==> src/dcc_pkg.sv <==
// Shared constants of the two-channel cycle-steal transfer controller.
// Assumes a 20-bit memory address space and 32-bit register words.
package dcc_pkg;
	localparam int ADDR_W = 20;
	localparam int CNT_W = 16;
	// Register byte offsets; channel one sits one stride above channel zero
	localparam logic [7:0] OFS_CTRL = 8'h00;
	localparam logic [7:0] OFS_SRC = 8'h04;
	localparam logic [7:0] OFS_DST = 8'h08;
	localparam logic [7:0] OFS_RELOAD = 8'h0c;
	localparam logic [7:0] OFS_COUNT = 8'h10;
	localparam logic [7:0] CH_STRIDE = 8'h20;
	localparam logic [7:0] OFS_CFG = 8'h40;
	// Control register fields
	localparam int CB_EN = 0;
	localparam int CB_UNIT8 = 1;
	localparam int CB_SINC = 2;
	localparam int CB_DINC = 3;
	localparam int CB_SINGLE = 4;
	localparam int CB_REQ = 5;
	localparam int CB_SWTRIG = 6;
	localparam int CB_SEL_LO = 8;
	localparam int SEL_W = 4;
	// Configuration register fields, then register reset values
	localparam int GB_INT_WAIT = 0;
	localparam int GB_EXT_WAIT = 1;
	localparam int GB_EXT_MUX = 2;
	localparam logic [2:0] CFG_RESET = 3'h0;
	localparam logic [ADDR_W-1:0] PTR_RESET = 20'h00000;
	localparam logic [CNT_W-1:0] CNT_RESET = 16'h0000;
	// Request source selection codes; codes from SEL_PERIPH0 pick a peripheral
	localparam logic [SEL_W-1:0] SEL_SOFT = 4'h0;
	localparam logic [SEL_W-1:0] SEL_EXT_FALL = 4'h1;
	localparam logic [SEL_W-1:0] SEL_EXT_BOTH = 4'h2;
	localparam logic [SEL_W-1:0] SEL_PERIPH0 = 4'h4;
	// Address map areas
	localparam logic [ADDR_W-1:0] SFA_TOP = 20'h00400;
	localparam logic [ADDR_W-1:0] INT_TOP = 20'h04000;
	// Clocks per bus cycle, then register bus response codes
	localparam logic [1:0] J_FAST = 2'h1;
	localparam logic [1:0] J_WAIT = 2'h2;
	localparam logic [1:0] J_MUX = 2'h3;
	localparam logic [1:0] RESP_OKAY = 2'h0;
	localparam logic [1:0] RESP_SLVERR = 2'h2;
	typedef enum logic [1:0] {ST_IDLE, ST_READ, ST_WRITE} dcc_state_t;
endpackage

==> src/dcc_dma.sv <==
// Two-channel cycle-steal transfer controller with AXI4-Lite registers.
// Assumes the memory bus finishes each cycle in the clocks given by its area,
// and that the CPU pulses cpu_access_done once per own bus access.
// Overview of operation
// - 16-bit odd start on 16-bit bus: extra cycles
// - Byte bus in expansion: two reads, two writes
// - Internal areas use width of bus select pin in expansion mode only
// - Special area or waited area: one clock longer
// - Unit cycles are reads times j plus writes times k
// - Byte units one each; word units per address, bus
// - Any even/odd address mix is accepted
// - Enable write loads incrementing pointer at first transfer
// - First transfer loads counter from reload register
// - Rewriting enable restarts channel from initial state
// - Request flag set regardless of enable
// - Request flag clears just before transfer starts
// - Software writes zero to clear, one ignored
// - Peripheral requests set flag with its interrupt
// - Selected external pin acts as transfer request
// - External requests set flag on chosen edge
// - Simultaneous requests set all flags together
// - Channel zero wins when both request together
// - One CPU access between consecutive transfers
// - Each unit is source read then destination write
// - Counter underflow interrupts; single mode then stops
// - Source and destination never both increment
// - Fixed pointers writable only while disabled
`default_nettype none
`timescale 1ns/1ns
module dcc_dma #(
	parameter int NUM_PERIPH = 8
) (
	input wire logic aclk,
	input wire logic aresetn,
	input wire logic [7:0] s_axi_awaddr,
	input wire logic s_axi_awvalid,
	output logic s_axi_awready,
	input wire logic [31:0] s_axi_wdata,
	input wire logic [3:0] s_axi_wstrb,
	input wire logic s_axi_wvalid,
	output logic s_axi_wready,
	output logic [1:0] s_axi_bresp,
	output logic s_axi_bvalid,
	input wire logic s_axi_bready,
	input wire logic [7:0] s_axi_araddr,
	input wire logic s_axi_arvalid,
	output logic s_axi_arready,
	output logic [31:0] s_axi_rdata,
	output logic [1:0] s_axi_rresp,
	output logic s_axi_rvalid,
	input wire logic s_axi_rready,
	input wire logic expansion_mode,
	input wire logic bus_width_select,
	input wire logic [1:0] external_interrupt_pin,
	input wire logic [NUM_PERIPH-1:0] periph_irq,
	input wire logic cpu_access_done,
	output logic bus_hold,
	output logic mem_valid,
	output logic mem_write,
	output logic mem_byte,
	output logic [dcc_pkg::ADDR_W-1:0] mem_addr,
	output logic [15:0] mem_wdata,
	input wire logic [15:0] mem_rdata,
	output logic [1:0] dma_irq
);
	localparam int AW = dcc_pkg::ADDR_W;
	localparam int CW = dcc_pkg::CNT_W;

	logic [1:0] en_q, unit8_q, sinc_q, dinc_q, single_q, req_q, first_q;
	logic [dcc_pkg::SEL_W-1:0] sel_q [2];
	logic [AW-1:0] src_q [2];
	logic [AW-1:0] dst_q [2];
	logic [AW-1:0] wptr_q [2];
	logic [CW-1:0] rld_q [2];
	logic [CW-1:0] cnt_q [2];
	logic [2:0] cfg_q;
	logic [1:0] pin_prev_q;
	logic [1:0] irq_q;

	// Bus slave state
	logic aw_got_q, w_got_q, bvalid_q, rvalid_q;
	logic [7:0] awaddr_q;
	logic [31:0] wdata_q;
	logic [3:0] wstrb_q;
	logic [1:0] bresp_q, rresp_q;
	logic [31:0] rdata_q;
	logic wr_do;
	logic [31:0] wmask;

	// Engine state
	dcc_pkg::dcc_state_t state_q;
	logic ch_q;
	logic need_cpu_q;
	logic [AW-1:0] addr_q, dst_a_q;
	logic part_q, rd_two_q, wr_two_q;
	logic [1:0] clk_q, rd_len_q, wr_len_q;
	logic [15:0] data_q;
	logic go, go_ch, done;
	logic [AW-1:0] go_src, go_dst;
	logic [1:0] ev;
	logic bus8;
	logic [7:0] ch_base [2];

	function automatic logic [1:0] cyc_len(input logic [AW-1:0] a, input logic [2:0] cfg);
		logic [1:0] r;
		r = dcc_pkg::J_FAST;
		if (a < dcc_pkg::SFA_TOP) begin
			r = dcc_pkg::J_WAIT;
		end else if (a < dcc_pkg::INT_TOP) begin
			r = cfg[dcc_pkg::GB_INT_WAIT] ? dcc_pkg::J_WAIT : dcc_pkg::J_FAST;
		end else if (cfg[dcc_pkg::GB_EXT_MUX]) begin
			r = dcc_pkg::J_MUX;
		end else begin
			r = cfg[dcc_pkg::GB_EXT_WAIT] ? dcc_pkg::J_WAIT : dcc_pkg::J_FAST;
		end
		return r;
	endfunction

	// Byte bus only exists in expansion mode; internal areas follow it too
	assign bus8 = expansion_mode & bus_width_select;
	assign ch_base[0] = 8'h00;
	assign ch_base[1] = dcc_pkg::CH_STRIDE;

	function automatic logic two_parts(input logic [AW-1:0] a, input logic u8, input logic b8);
		return !u8 && (b8 || a[0]);
	endfunction

	// Request events, sampled in the same clock for both channels
	always_ff @(posedge aclk) begin
		if (!aresetn) begin
			pin_prev_q <= 2'h3;
		end else begin
			pin_prev_q <= external_interrupt_pin;
		end
	end

	always_comb begin
		for (int c = 0; c < 2; c++) begin
			ev[c] = 1'b0;
			if (sel_q[c] == dcc_pkg::SEL_EXT_FALL) begin
				ev[c] = pin_prev_q[c] & ~external_interrupt_pin[c];
			end else if (sel_q[c] == dcc_pkg::SEL_EXT_BOTH) begin
				ev[c] = pin_prev_q[c] ^ external_interrupt_pin[c];
			end else if (sel_q[c] >= dcc_pkg::SEL_PERIPH0) begin
				for (int p = 0; p < NUM_PERIPH; p++) begin
					if (32'(sel_q[c] - dcc_pkg::SEL_PERIPH0) == p) begin
						ev[c] = periph_irq[p];
					end
				end
			end
			if (wr_do && awaddr_q == (dcc_pkg::OFS_CTRL + (c == 1 ? dcc_pkg::CH_STRIDE : 8'h00))
				&& wstrb_q[0] && wdata_q[dcc_pkg::CB_SWTRIG]) begin
				ev[c] = 1'b1;
			end
		end
	end

	// AXI4-Lite write channel
	assign s_axi_awready = !aw_got_q;
	assign s_axi_wready = !w_got_q;
	assign s_axi_bvalid = bvalid_q;
	assign s_axi_bresp = bresp_q;
	assign wr_do = aw_got_q && w_got_q && !bvalid_q;
	assign wmask = {{8{wstrb_q[3]}}, {8{wstrb_q[2]}}, {8{wstrb_q[1]}}, {8{wstrb_q[0]}}};

	always_ff @(posedge aclk) begin
		if (!aresetn) begin
			aw_got_q <= 1'b0;
			w_got_q <= 1'b0;
			bvalid_q <= 1'b0;
			bresp_q <= dcc_pkg::RESP_OKAY;
			awaddr_q <= 8'h00;
			wdata_q <= 32'h00000000;
			wstrb_q <= 4'h0;
		end else begin
			if (s_axi_awvalid && !aw_got_q) begin
				aw_got_q <= 1'b1;
				awaddr_q <= s_axi_awaddr;
			end
			if (s_axi_wvalid && !w_got_q) begin
				w_got_q <= 1'b1;
				wdata_q <= s_axi_wdata;
				wstrb_q <= s_axi_wstrb;
			end
			if (wr_do) begin
				bvalid_q <= 1'b1;
				bresp_q <= (awaddr_q[7:6] == 2'h0 && awaddr_q[4:0] <= dcc_pkg::OFS_RELOAD[4:0]
					&& awaddr_q[1:0] == 2'h0) || awaddr_q == dcc_pkg::OFS_CFG
					? dcc_pkg::RESP_OKAY : dcc_pkg::RESP_SLVERR;
			end
			if (bvalid_q && s_axi_bready) begin
				bvalid_q <= 1'b0;
				aw_got_q <= 1'b0;
				w_got_q <= 1'b0;
			end
		end
	end

	// AXI4-Lite read channel
	assign s_axi_arready = !rvalid_q;
	assign s_axi_rvalid = rvalid_q;
	assign s_axi_rdata = rdata_q;
	assign s_axi_rresp = rresp_q;

	always_ff @(posedge aclk) begin
		if (!aresetn) begin
			rvalid_q <= 1'b0;
			rdata_q <= 32'h00000000;
			rresp_q <= dcc_pkg::RESP_OKAY;
		end else if (s_axi_arvalid && !rvalid_q) begin
			rvalid_q <= 1'b1;
			rdata_q <= 32'h00000000;
			rresp_q <= dcc_pkg::RESP_OKAY;
			if (s_axi_araddr == dcc_pkg::OFS_CFG) begin
				rdata_q <= {29'h0, cfg_q};
			end else if (s_axi_araddr[7:6] == 2'h0 && s_axi_araddr[1:0] == 2'h0
				&& s_axi_araddr[4:0] <= dcc_pkg::OFS_COUNT[4:0]) begin
				for (int c = 0; c < 2; c++) begin
					if (32'(s_axi_araddr[5]) == c) begin
						unique case (s_axi_araddr[4:0])
							dcc_pkg::OFS_CTRL[4:0]: rdata_q <= {20'h0, sel_q[c], 1'b0, 1'b0, req_q[c],
								single_q[c], dinc_q[c], sinc_q[c], unit8_q[c], en_q[c]};
							// Incrementing pointer reads back the live address while enabled
							dcc_pkg::OFS_SRC[4:0]: rdata_q <= {12'h0, (en_q[c] && sinc_q[c] && !first_q[c])
								? wptr_q[c] : src_q[c]};
							dcc_pkg::OFS_DST[4:0]: rdata_q <= {12'h0, (en_q[c] && dinc_q[c] && !first_q[c])
								? wptr_q[c] : dst_q[c]};
							dcc_pkg::OFS_RELOAD[4:0]: rdata_q <= {16'h0, rld_q[c]};
							default: rdata_q <= {16'h0, cnt_q[c]};
						endcase
					end
				end
			end else begin
				rresp_q <= dcc_pkg::RESP_SLVERR;
			end
		end else if (rvalid_q && s_axi_rready) begin
			rvalid_q <= 1'b0;
		end
	end

	always_ff @(posedge aclk) begin
		if (!aresetn) begin
			cfg_q <= dcc_pkg::CFG_RESET;
		end else if (wr_do && awaddr_q == dcc_pkg::OFS_CFG && wstrb_q[0]) begin
			cfg_q <= wdata_q[2:0];
		end
	end

	// Channel control, flags, pointers and counters
	always_ff @(posedge aclk) begin
		if (!aresetn) begin
			en_q <= 2'h0;
			unit8_q <= 2'h0;
			sinc_q <= 2'h0;
			dinc_q <= 2'h0;
			single_q <= 2'h0;
			req_q <= 2'h0;
			first_q <= 2'h0;
			irq_q <= 2'h0;
			for (int c = 0; c < 2; c++) begin
				sel_q[c] <= dcc_pkg::SEL_SOFT;
				src_q[c] <= dcc_pkg::PTR_RESET;
				dst_q[c] <= dcc_pkg::PTR_RESET;
				wptr_q[c] <= dcc_pkg::PTR_RESET;
				rld_q[c] <= dcc_pkg::CNT_RESET;
				cnt_q[c] <= dcc_pkg::CNT_RESET;
			end
		end else begin
			irq_q <= 2'h0;
			for (int c = 0; c < 2; c++) begin
				// Transfer start clears, then software clear, then a new event wins
				if (go && 32'(go_ch) == c) begin
					req_q[c] <= 1'b0;
					first_q[c] <= 1'b0;
					if (first_q[c]) begin
						wptr_q[c] <= sinc_q[c] ? src_q[c] : dst_q[c];
						cnt_q[c] <= rld_q[c];
					end
				end
				if (done && 32'(ch_q) == c) begin
					if (sinc_q[c] || dinc_q[c]) begin
						wptr_q[c] <= wptr_q[c] + (unit8_q[c] ? 20'h00001 : 20'h00002);
					end
					if (cnt_q[c] == dcc_pkg::CNT_RESET) begin
						irq_q[c] <= 1'b1;
						if (single_q[c]) begin
							en_q[c] <= 1'b0;
						end else begin
							first_q[c] <= 1'b1;
						end
					end else begin
						cnt_q[c] <= cnt_q[c] - 16'h0001;
					end
				end
				if (wr_do && awaddr_q == ch_base[c] + dcc_pkg::OFS_CTRL) begin
					if (wstrb_q[0]) begin
						en_q[c] <= wdata_q[dcc_pkg::CB_EN];
						first_q[c] <= wdata_q[dcc_pkg::CB_EN];
						unit8_q[c] <= wdata_q[dcc_pkg::CB_UNIT8];
						sinc_q[c] <= wdata_q[dcc_pkg::CB_SINC];
						// Source wins when both directions are asked to increment
						dinc_q[c] <= wdata_q[dcc_pkg::CB_DINC] & ~wdata_q[dcc_pkg::CB_SINC];
						single_q[c] <= wdata_q[dcc_pkg::CB_SINGLE];
						if (!wdata_q[dcc_pkg::CB_REQ]) begin
							req_q[c] <= 1'b0;
						end
					end
					if (wstrb_q[1]) begin
						sel_q[c] <= wdata_q[dcc_pkg::CB_SEL_LO +: dcc_pkg::SEL_W];
					end
				end
				if (wr_do && awaddr_q == ch_base[c] + dcc_pkg::OFS_SRC && (sinc_q[c] || !en_q[c])) begin
					src_q[c] <= (src_q[c] & ~wmask[AW-1:0]) | (wdata_q[AW-1:0] & wmask[AW-1:0]);
				end
				if (wr_do && awaddr_q == ch_base[c] + dcc_pkg::OFS_DST && (dinc_q[c] || !en_q[c])) begin
					dst_q[c] <= (dst_q[c] & ~wmask[AW-1:0]) | (wdata_q[AW-1:0] & wmask[AW-1:0]);
				end
				if (wr_do && awaddr_q == ch_base[c] + dcc_pkg::OFS_RELOAD) begin
					rld_q[c] <= (rld_q[c] & ~wmask[CW-1:0]) | (wdata_q[CW-1:0] & wmask[CW-1:0]);
				end
				if (ev[c]) begin
					req_q[c] <= 1'b1;
				end
			end
		end
	end

	assign dma_irq = irq_q;

	// Arbitration and start of a unit
	always_comb begin
		go_ch = !(en_q[0] && req_q[0]);
		go = state_q == dcc_pkg::ST_IDLE && !need_cpu_q && |(en_q & req_q);
		go_src = src_q[go_ch];
		go_dst = dst_q[go_ch];
		if (sinc_q[go_ch] && !first_q[go_ch]) begin
			go_src = wptr_q[go_ch];
		end
		if (dinc_q[go_ch] && !first_q[go_ch]) begin
			go_dst = wptr_q[go_ch];
		end
	end

	assign done = state_q == dcc_pkg::ST_WRITE && clk_q == wr_len_q - 2'h1 && (part_q || !wr_two_q);

	// CPU gets one bus access after every unit
	always_ff @(posedge aclk) begin
		if (!aresetn) begin
			need_cpu_q <= 1'b0;
		end else if (done) begin
			need_cpu_q <= 1'b1;
		end else if (cpu_access_done) begin
			need_cpu_q <= 1'b0;
		end
	end

	// Read then write bus cycles of one unit
	always_ff @(posedge aclk) begin
		if (!aresetn) begin
			state_q <= dcc_pkg::ST_IDLE;
			ch_q <= 1'b0;
			addr_q <= dcc_pkg::PTR_RESET;
			dst_a_q <= dcc_pkg::PTR_RESET;
			part_q <= 1'b0;
			rd_two_q <= 1'b0;
			wr_two_q <= 1'b0;
			clk_q <= 2'h0;
			rd_len_q <= dcc_pkg::J_FAST;
			wr_len_q <= dcc_pkg::J_FAST;
			data_q <= 16'h0000;
		end else begin
			unique case (state_q)
				dcc_pkg::ST_IDLE: begin
					if (go) begin
						state_q <= dcc_pkg::ST_READ;
						ch_q <= go_ch;
						addr_q <= go_src;
						dst_a_q <= go_dst;
						part_q <= 1'b0;
						clk_q <= 2'h0;
						rd_two_q <= two_parts(go_src, unit8_q[go_ch], bus8);
						wr_two_q <= two_parts(go_dst, unit8_q[go_ch], bus8);
						rd_len_q <= cyc_len(go_src, cfg_q);
						wr_len_q <= cyc_len(go_dst, cfg_q);
					end
				end
				dcc_pkg::ST_READ: begin
					if (clk_q != rd_len_q - 2'h1) begin
						clk_q <= clk_q + 2'h1;
					end else begin
						clk_q <= 2'h0;
						if (!rd_two_q) begin
							data_q <= unit8_q[ch_q] ? {8'h00, mem_rdata[7:0]} : mem_rdata;
						end else if (!part_q) begin
							data_q[7:0] <= mem_rdata[7:0];
						end else begin
							data_q[15:8] <= mem_rdata[7:0];
						end
						if (rd_two_q && !part_q) begin
							part_q <= 1'b1;
							addr_q <= addr_q + 20'h00001;
						end else begin
							state_q <= dcc_pkg::ST_WRITE;
							part_q <= 1'b0;
							addr_q <= dst_a_q;
						end
					end
				end
				dcc_pkg::ST_WRITE: begin
					if (clk_q != wr_len_q - 2'h1) begin
						clk_q <= clk_q + 2'h1;
					end else begin
						clk_q <= 2'h0;
						if (wr_two_q && !part_q) begin
							part_q <= 1'b1;
							addr_q <= addr_q + 20'h00001;
						end else begin
							state_q <= dcc_pkg::ST_IDLE;
							part_q <= 1'b0;
						end
					end
				end
			endcase
		end
	end

	// Memory side drive
	assign bus_hold = state_q != dcc_pkg::ST_IDLE;
	assign mem_valid = state_q != dcc_pkg::ST_IDLE;
	assign mem_write = state_q == dcc_pkg::ST_WRITE;
	assign mem_addr = addr_q;
	assign mem_byte = state_q == dcc_pkg::ST_WRITE ? (unit8_q[ch_q] || wr_two_q)
		: (unit8_q[ch_q] || rd_two_q);
	// Split words go low byte first, each half on the low lane
	assign mem_wdata = (wr_two_q && part_q) ? {8'h00, data_q[15:8]}
		: (wr_two_q ? {8'h00, data_q[7:0]} : data_q);
endmodule
`default_nettype wire

==> config.mk <==
export PLATFORM = sky130hd
export DESIGN_NAME = dcc_dma
export DESIGN_NICKNAME = d
export VERILOG_FILES = /design/src/dcc_pkg.sv /design/src/dcc_dma.sv
export SDC_FILE = /design/constraint.sdc
export NUM_CORES = 1
export LEC_CHECK = 0
export BUFFER_PORTS_ARGS = -buffer_cell sky130_fd_sc_hd__buf_2
export CAP_MARGIN = 15
export CORE_MARGIN = 3
export CORE_UTILIZATION = 55
export DETAILED_ROUTE_END_ITERATION = 7
export GPL_TIMING_DRIVEN = 0
export PLACE_DENSITY = 0.82
export SLEW_MARGIN = 20
export SYNTH_ARGS = -nofsm -noshare
export SYNTH_HDL_FRONTEND = slang
export SYNTH_SLANG_ARGS = --single-unit
==> constraint.sdc <==
create_clock -name aclk -period 3.4 [get_ports aclk]
set_input_delay 0.17 -clock aclk [delete_from_list [all_inputs] [get_ports aclk]]
set_output_delay 0.17 -clock aclk [all_outputs]
set_load 0.01 [all_outputs]
==> results of run 1 <==
## metal layers
layer / GRT usage, % / routed length [µm]
met5: 1.98 / 110
met4: 21.9 / 5270
met3: 10.8 / 11400
met2: 63.1 / 36100
met1: 57.0 / 31800
## logic make-up after synthesis
kind of cell    synth area share [%]
xor+xnor                        3.22
other cells                   0.0186
flops                           43.3
buf+inv                         4.70
compound gates                  17.9
simple gates                    19.1
mux                             10.8
fa+ha+maj                       1.01
## where the power goes
group          total [mW]  switching (mW)  leakage (nW)  internal, mW
Sequential           4.90           0.328          3.18          4.57
Combinational        1.90            1.21          5.16         0.695
Clock                4.19            1.82         0.612          2.37
Total                11.0            3.35          8.95          7.64
## state kept, by name, indices dropped and copies added, names as in the netlist, 3 cells and up
register     count
dst_q           40
src_q           40
wptr_q          40
cnt_q           32
rld_q           32
dst_a_q         20
mem_addr        20
s_axi_rdata     20
wdata_q         20
data_q          16
awaddr_q         8
sel_q            8
cfg_q            3
wstrb_q          3
## worst max-delay path, stage by stage (launching register included)
cell                        delay [ns]
sky130_fd_sc_hd__dfxtp_1          0.33
sky130_fd_sc_hd__inv_1            0.08
sky130_fd_sc_hd__ha_1             0.35
sky130_fd_sc_hd__o21ai_0          0.37
sky130_fd_sc_hd__nor2_2           0.44
sky130_fd_sc_hd__o2111ai_1        0.51
sky130_fd_sc_hd__clkbuf_1         0.40
sky130_fd_sc_hd__nand2_2          0.46
## placed cells by master, fill, tap and decap left out, types with 11 or more instances in the layout
cell and n:
sky130_fd_sc_hd__nand2b_1 78, sky130_fd_sc_hd__and2_1 13, sky130_fd_sc_hd__dlygate4sd3_1 53, sky130_fd_sc_hd__mux2_2 31
sky130_fd_sc_hd__nand3_1 91, sky130_fd_sc_hd__xnor2_1 38, sky130_fd_sc_hd__o2bb2ai_1 15, sky130_fd_sc_hd__clkbuf_1 148
sky130_fd_sc_hd__buf_6 11, sky130_fd_sc_hd__buf_4 17, sky130_fd_sc_hd__a211oi_1 28, sky130_fd_sc_hd__nand4_1 18
sky130_fd_sc_hd__o221ai_1 16, sky130_fd_sc_hd__conb_1 14, sky130_fd_sc_hd__o21ai_1 13, sky130_fd_sc_hd__and3_1 22
sky130_fd_sc_hd__buf_1 12, sky130_fd_sc_hd__ha_1 13, sky130_fd_sc_hd__nor2_1 111, sky130_fd_sc_hd__a31oi_1 15
sky130_fd_sc_hd__mux2i_1 130, sky130_fd_sc_hd__clkbuf_16 40, sky130_fd_sc_hd__dfxtp_1 147, sky130_fd_sc_hd__o211ai_1 15
sky130_fd_sc_hd__nor3_1 22, sky130_fd_sc_hd__mux4_2 23, sky130_fd_sc_hd__a21o_1 11, sky130_fd_sc_hd__a21oi_1 244
sky130_fd_sc_hd__nor4_1 23, sky130_fd_sc_hd__inv_1 25, sky130_fd_sc_hd__edfxtp_1 192, sky130_fd_sc_hd__buf_2 163
sky130_fd_sc_hd__xor2_1 36, sky130_fd_sc_hd__nand2_1 339, sky130_fd_sc_hd__o22ai_1 37, sky130_fd_sc_hd__nor2b_1 35
sky130_fd_sc_hd__o311ai_0 12, sky130_fd_sc_hd__o21ai_0 90, sky130_fd_sc_hd__o21a_1 11
## cell type report
cell class / instances / area [µm²] / share of cell area (%)
plain buffers: 191 / 846 / 3.61
repair buffers: 201 / 1310 / 5.59
well taps: 461 / 577 / 2.46
flip-flops and latches: 339 / 8710 / 37.2
clock buffers: 62 / 1170 / 5.01
inverters: 26 / 97.6 / 0.417
clock inverters: 9 / 63.8 / 0.273
multi-input cells: 1678 / 10600 / 45.4
## what timing repair did
action / CTS / global route
cloned: 0 / 0
setup endpoints to repair: 80 / 118
hold buffers: 53 / 0
gates resized for setup: 10 / 6
endpoints found under the hold margin: 50 / 0
## path summary, 6_finish.rpt
path	endpoint	slack (ns)	cells past startpoint
worst min register to register	s_axi_rdata[17]	0.44	2
worst max-delay path	wptr_q[1][1]	0.1	7
worst min-delay path	data_q[9]	0.005	3
worst max register to register	wptr_q[1][1]	0.1	7
==> flow_summary.yaml, run 1 <==
die:
  dieArea_um2: 38900
  ioPinCount: 171
  core-area_um2: 35800
  die_width_um: 197
  row_count: 69
  die_h_um: 197
  start_util_pct: 56.1
sta:
  unrepaired_setup_endpoints_after_global_routing: "no"
  post-route-period-util_pct: 97.1
  clock_skew_ns: 0.0350
  max-slew-margin-rel_pct: 24.2
  final.setup.worst_slack_ns: 0.0993
  report.final.setup_viol: 0
  finalWorstPathRequiredPeriod_ns: 3.30
  maximum_operating_frequency_ghz: 0.303
  slew_viol_final: 0
  tightest_slew_ns: 1.14
  finalHoldViolations: 0
  tns_setup_ns: 0
  hold-worst-slack_ns: 0.00529
power:
  powerDensity_nw_per_um2: 470
  irDropWorstVdd_uv: 418
  leakagePower_nw: 8.95
  fin_total_pwr_mw: 11.0
final_layout:
  flow.area_growth_from_synthesis_pct: 16.4
  layout.core_utilization_pct: 65.3
  antenna_cells_inserted: 0
  num-fill-cells: 2949
  drive_gt1_share_pct: 13.5
  design.final.nets: 2579
  stdcell_count: 2967
  finalInstanceArea_um2: 23400
clock_network:
  cts.repair_timing.setup_buffer_count: 0
  cts_max_level: 2
  path_clk_slew_ns: 0.06
  cts_num_sinks: 339
  cts_max_path_buffers: 3
  worstSkewPairLatency_ns: 0.59
  clock_buffer_count_from_cts: 39
  tritoncts_clock_tree: "yes"
  clock_tree_root_buffer_cell: "sky130_fd_sc_hd__clkbuf_16"
grt:
  wire_length_of_the_first_global_routing_pass_um: 122000
  aggregate_global_route_resource_usage_pct: 42.3
  largest_net_degree_at_the_start_of_global_routing: 21
  grt_pass1_vias: 19200
  antenna_violations_before_repair: 0
  overflow: 0
place:
  routabilityCongestion: 1.03
  worst_setup_timing_slack_at_the_placement_stage_ns: -0.587
  io_buffer_count: 142
  dp.cells: 2844
  dpl.hpwl_um: 63900
  post_dp_cell_area_um2: 21600
worst_setup_path:
  r2r-start: "state_q[0]"
  worst_setup_path_start_kind: "register"
  worst_setup_path_end_kind: "register"
  critical_path_data_arrival_time_ns: 3.52
  worst_ep_required_time_ns: 3.62
  worstPathMaxFanout: 20
  setup.worst_path.start: "state_q[0]"
  worst-setup-path-type: "reg -> reg"
worst_hold_path:
  hold_class: "in -> reg"
  hold_start: "mem_rdata[9]"
synthesis:
  netlist.top_cell.by_area: "sky130_fd_sc_hd__edfxtp_1"
  ys.warnings.count: 0
  synthesis.area_um2: 20100
  number_of_distinct_library_cell_variants_in_the_gate_level_netlist_after_synthesis: 79
  synth.cells.most_frequent: "sky130_fd_sc_hd__nand2_1, sky130_fd_sc_hd__a21oi_1, sky130_fd_sc_hd__edfxtp_1"
  post-synth-top-count-cell: "sky130_fd_sc_hd__nand2_1"
  ys_seq_area_share_pct: 43.3
  syn_avg_cell_area_um2: 9.05
  ys_ff_latch: 339
  synth_enable_flop_cells: 192
  synth_area_leaders: "sky130_fd_sc_hd__edfxtp_1, sky130_fd_sc_hd__dfxtp_1, sky130_fd_sc_hd__mux2i_1, sky130_fd_sc_hd__nand2_1, sky130_fd_sc_hd__a21oi_1"
  async_flop_share_pct: 0
  synth.top_cell.area_share_pct: 28.7
  synth_top_flop_cell: "sky130_fd_sc_hd__edfxtp_1"
  synthCells: 2222
routing:
  detailedRoute.firstIterationViolations: 3209
  drt-total-wl_um: 84600
  number_of_nets_still_failing_antenna_checks_after_routing: 0
  routed_via_density: 6.83
  vias: 20300
  detailedRoute.firstPassIterationCount: 7
  drc: 0
  post_drt_wl_per_cell_um: 28.5
run:
  maxCapViolCount: 0
status:
  outcome: "finished, final reports clean"
Power figures use the tool's default switching activity.
==> run 2: changes to the inputs <==
--- a/config.mk
+++ b/config.mk
@@ -8,11 +8,10 @@
 export BUFFER_PORTS_ARGS = -buffer_cell sky130_fd_sc_hd__buf_2
 export CAP_MARGIN = 15
 export CORE_MARGIN = 3
-export CORE_UTILIZATION = 55
+export CORE_UTILIZATION = 60
 export DETAILED_ROUTE_END_ITERATION = 7
 export GPL_TIMING_DRIVEN = 0
-export PLACE_DENSITY = 0.82
-export SLEW_MARGIN = 20
+export PLACE_DENSITY = 0.88
 export SYNTH_ARGS = -nofsm -noshare
 export SYNTH_HDL_FRONTEND = slang
 export SYNTH_SLANG_ARGS = --single-unit
==> run 2 against run 1 <==
Flip-flop and latch count stayed put. Die area fell by 8.1%. Sequential power hardly changed. Non-clock buffer count down 3. Critical path depth grew 1. Utilization increased by 6.1 points. Sequential share of layout area about the same. Via count up 1.7%. Total power is 2.3% higher. Register-to-register slack got worse by 0.06 ns. Clock skew down 0.0065 ns. Cell count shrank 0.74%. Largest power group unchanged.
==> flow_summary.yaml, run 2 (synthesis gave the netlist of run 1 again) <==
status:
  outcome: "finished, final reports clean"
worst_setup_path:
  critical_path.max_stage_delay_ns: 0.53
  crit-reg2reg-capture: "wptr_q[1][12]"
  setup.worst_path.start: "req_q[0]"
  critical_path.n_buffers_inverters: 3
  critical-path-slowest-cell: "sky130_fd_sc_hd__clkbuf_1"
  worst_setup_path_start_kind: "register"
  worst_setup_path_end_kind: "register"
  worstRegToRegCells: 8
  ff2ff_setup_slack_ns: 0.04
  critical_path_data_arrival_time_ns: 3.74
  critical_path_cell_count: 8
  worstPathCellList: "buf_2 > a22oi_1 > or3_1 > nor3_2 > clkbuf_1 > o21ai_1 > clkbuf_1 > o22ai_1"
  worst-setup-path-type: "reg -> reg"
  worstPathMaxFanout: 10
  r2r-start: "req_q[0]"
  crit_end: "wptr_q[1][12]"
  path_common_cell: "sky130_fd_sc_hd__clkbuf_1"
  timing.critical_path.max_delay_family: "buffers and inverters"
  worst_ep_required_time_ns: 3.78
final_layout:
  num-fill-cells: 2499
  stdcell_count: 2945
  most_common_library_cell_in_the_layout_ignoring_fill_and_taps: "sky130_fd_sc_hd__nand2_1"
  finalInstanceArea_um2: 23400
  design.final.nets: 2575
  flow.area_growth_from_synthesis_pct: 16.5
  layout.core_utilization_pct: 71.5
  drive_gt1_share_pct: 13.5
  biggest_registers_after_layout: "dst_q (40), src_q (40), wptr_q (40)"
  layout_common_cells: "sky130_fd_sc_hd__nand2_1, sky130_fd_sc_hd__a21oi_1, sky130_fd_sc_hd__edfxtp_1"
power:
  switching_share_pct: 30.0
  clkPwrFrac_pct: 39.4
  irDropWorstVdd_uv: 451
  combinationalPowerShare_pct: 17.2
  powerDensity_nw_per_um2: 480
  leakagePower_nw: 8.96
  internal-power_mw: 7.88
  p_seq_share_pct: 43.5
  switching_power_mw: 3.38
clock_network:
  path_clk_slew_ns: 0.06
  cts_num_sinks: 339
  clock_tree_root_buffer_cell: "sky130_fd_sc_hd__clkbuf_16"
  cts_max_path_buffers: 3
  worstSkewPairLatency_ns: 0.56
  clock_buffer_count_from_cts: 38
  cts.repair_timing.setup_buffer_count: 0
  cts_max_level: 2
  tritoncts_clock_tree: "yes"
sta:
  tightest_slew_ns: 1.14
  slew_viol_final: 0
  unrepaired_setup_endpoints_after_global_routing: "no"
  finalWorstPathRequiredPeriod_ns: 3.36
  final.setup.worst_slack_ns: 0.0398
  post-route-period-util_pct: 98.8
  clock_skew_ns: 0.0285
  maximum_operating_frequency_ghz: 0.298
  finalHoldViolations: 0
  max-slew-margin-rel_pct: 21.9
  report.final.setup_viol: 0
grt:
  globalRouteMet3Util_pct: 15.3
  grt_pass1_vias: 19700
  overflow: 0
  gr-max-usage-layer: "met2"
  wire_length_of_the_first_global_routing_pass_um: 123000
  grt_use_met2_pct: 68.0
  largest_net_degree_at_the_start_of_global_routing: 21
  antenna_violations_before_repair: 4
  aggregate_global_route_resource_usage_pct: 46.0
  gr-usage-met1_pct: 59.6
run:
  maxCapViolCount: 0
place:
  dp.cells: 2824
  post_dp_cell_area_um2: 21600
  io_buffer_count: 142
  dpl.hpwl_um: 62200
  routabilityCongestion: 1.05
  worst_setup_timing_slack_at_the_placement_stage_ns: -0.538
die:
  row_count: 66
  core-area_um2: 32800
  die_h_um: 189
  start_util_pct: 61.3
  dieArea_um2: 35700
  ioPinCount: 171
  die_width_um: 189
routing:
  vias: 20600
  drc: 0
  routed_via_density: 7.00
  detailedRoute.firstIterationViolations: 3197
  detailedRoute.firstPassIterationCount: 6
  number_of_nets_still_failing_antenna_checks_after_routing: 0
  drt-total-wl_um: 84500
  post_drt_wl_per_cell_um: 28.7
worst_hold_path:
  hold_class: "in -> reg"
[run 2: changes by cell type in the layout (fill, tap and decap cells not counted), moves of 3 or more]
cell / before / now
sky130_fd_sc_hd__bufinv_16: 0 / 4
sky130_fd_sc_hd__dlygate4sd3_1: 53 / 50
sky130_fd_sc_hd__buf_6: 11 / 6
sky130_fd_sc_hd__clkbuf_8: 9 / 4
sky130_fd_sc_hd__clkbuf_1: 148 / 145
sky130_fd_sc_hd__buf_8: 0 / 4
[run 2: power groups by stage]
stage | logic (mW) | clock network (mW) | registers [mW]
floorplan | 1.10 | 0 | 4.87
global placement | 1.69 | 0 | 4.94
detailed placement | 1.75 | 0 | 4.95
CTS | 1.82 | 4.38 | 4.87
global route | 2.04 | 4.54 | 4.91
finish | 1.93 | 4.43 | 4.89
[run 2: how the worst min path moves through the flow]
stage | start | end | slack [ns] | cells past startpoint
final | mem_rdata[11] | data_q[11] | 0.003 | 3
after global routing | mem_rdata[10] | data_q[10] | 0.02 | 3
after CTS | mem_rdata[11] | data_q[11] | 0.002 | 3
after detailed placement | external_interrupt_pin[0] | pin_prev_q[0] | 0.37 | 3
after global placement | s_axi_rready | s_axi_rvalid | 0.35 | 2
after floorplan | s_axi_rready | s_axi_rvalid | 0.27 | 1
[run 2: layer usage]
metal	part of all wire [%]	vias to the layer above
li1	-	8638
met4	6.8	4
met3	15	354
met1	36	9878
met2	43	1741
met5	0.028	-
[run 2: stage by stage]
step | total power [mW] | setup TNS, ns | hold slack, ns
after floorplan | 5.97 | 0 | 0.270
after global placement | 6.64 | -80.23 | 0.354
after detailed placement | 6.70 | -26.78 | 0.374
after CTS | 11.1 | 0 | 0.00240
after global routing | 11.5 | 0 | 0.0238
final | 11.3 | 0 | 0.00325
[run 2: repair_timing]
action / in CTS / in global routing
hold buffers: 50 / 0
endpoints found under the setup margin: 72 / 108
hold endpoints to repair: 47 / 0
resized for setup: 7 / 9
[run 2: layout make-up]
class	instances	area (µm²)	share of cell area, %
multi-input combinational	1678	10600	45.3
sequential	339	8710	37.2
timing repair buffer	197	1280	5.47
clock buffer	55	1120	4.77
buffer	192	851	3.63
tap	442	553	2.36
clock inverter	15	196	0.838
inverter	26	97.6	0.416
antenna	1	2.50	0.0107
[run 2: tightest hold or removal path, cell delays in order]
cell and delay (ns):
sky130_fd_sc_hd__buf_2 0.10, sky130_fd_sc_hd__a22oi_1 0.13, sky130_fd_sc_hd__a211oi_1 0.09
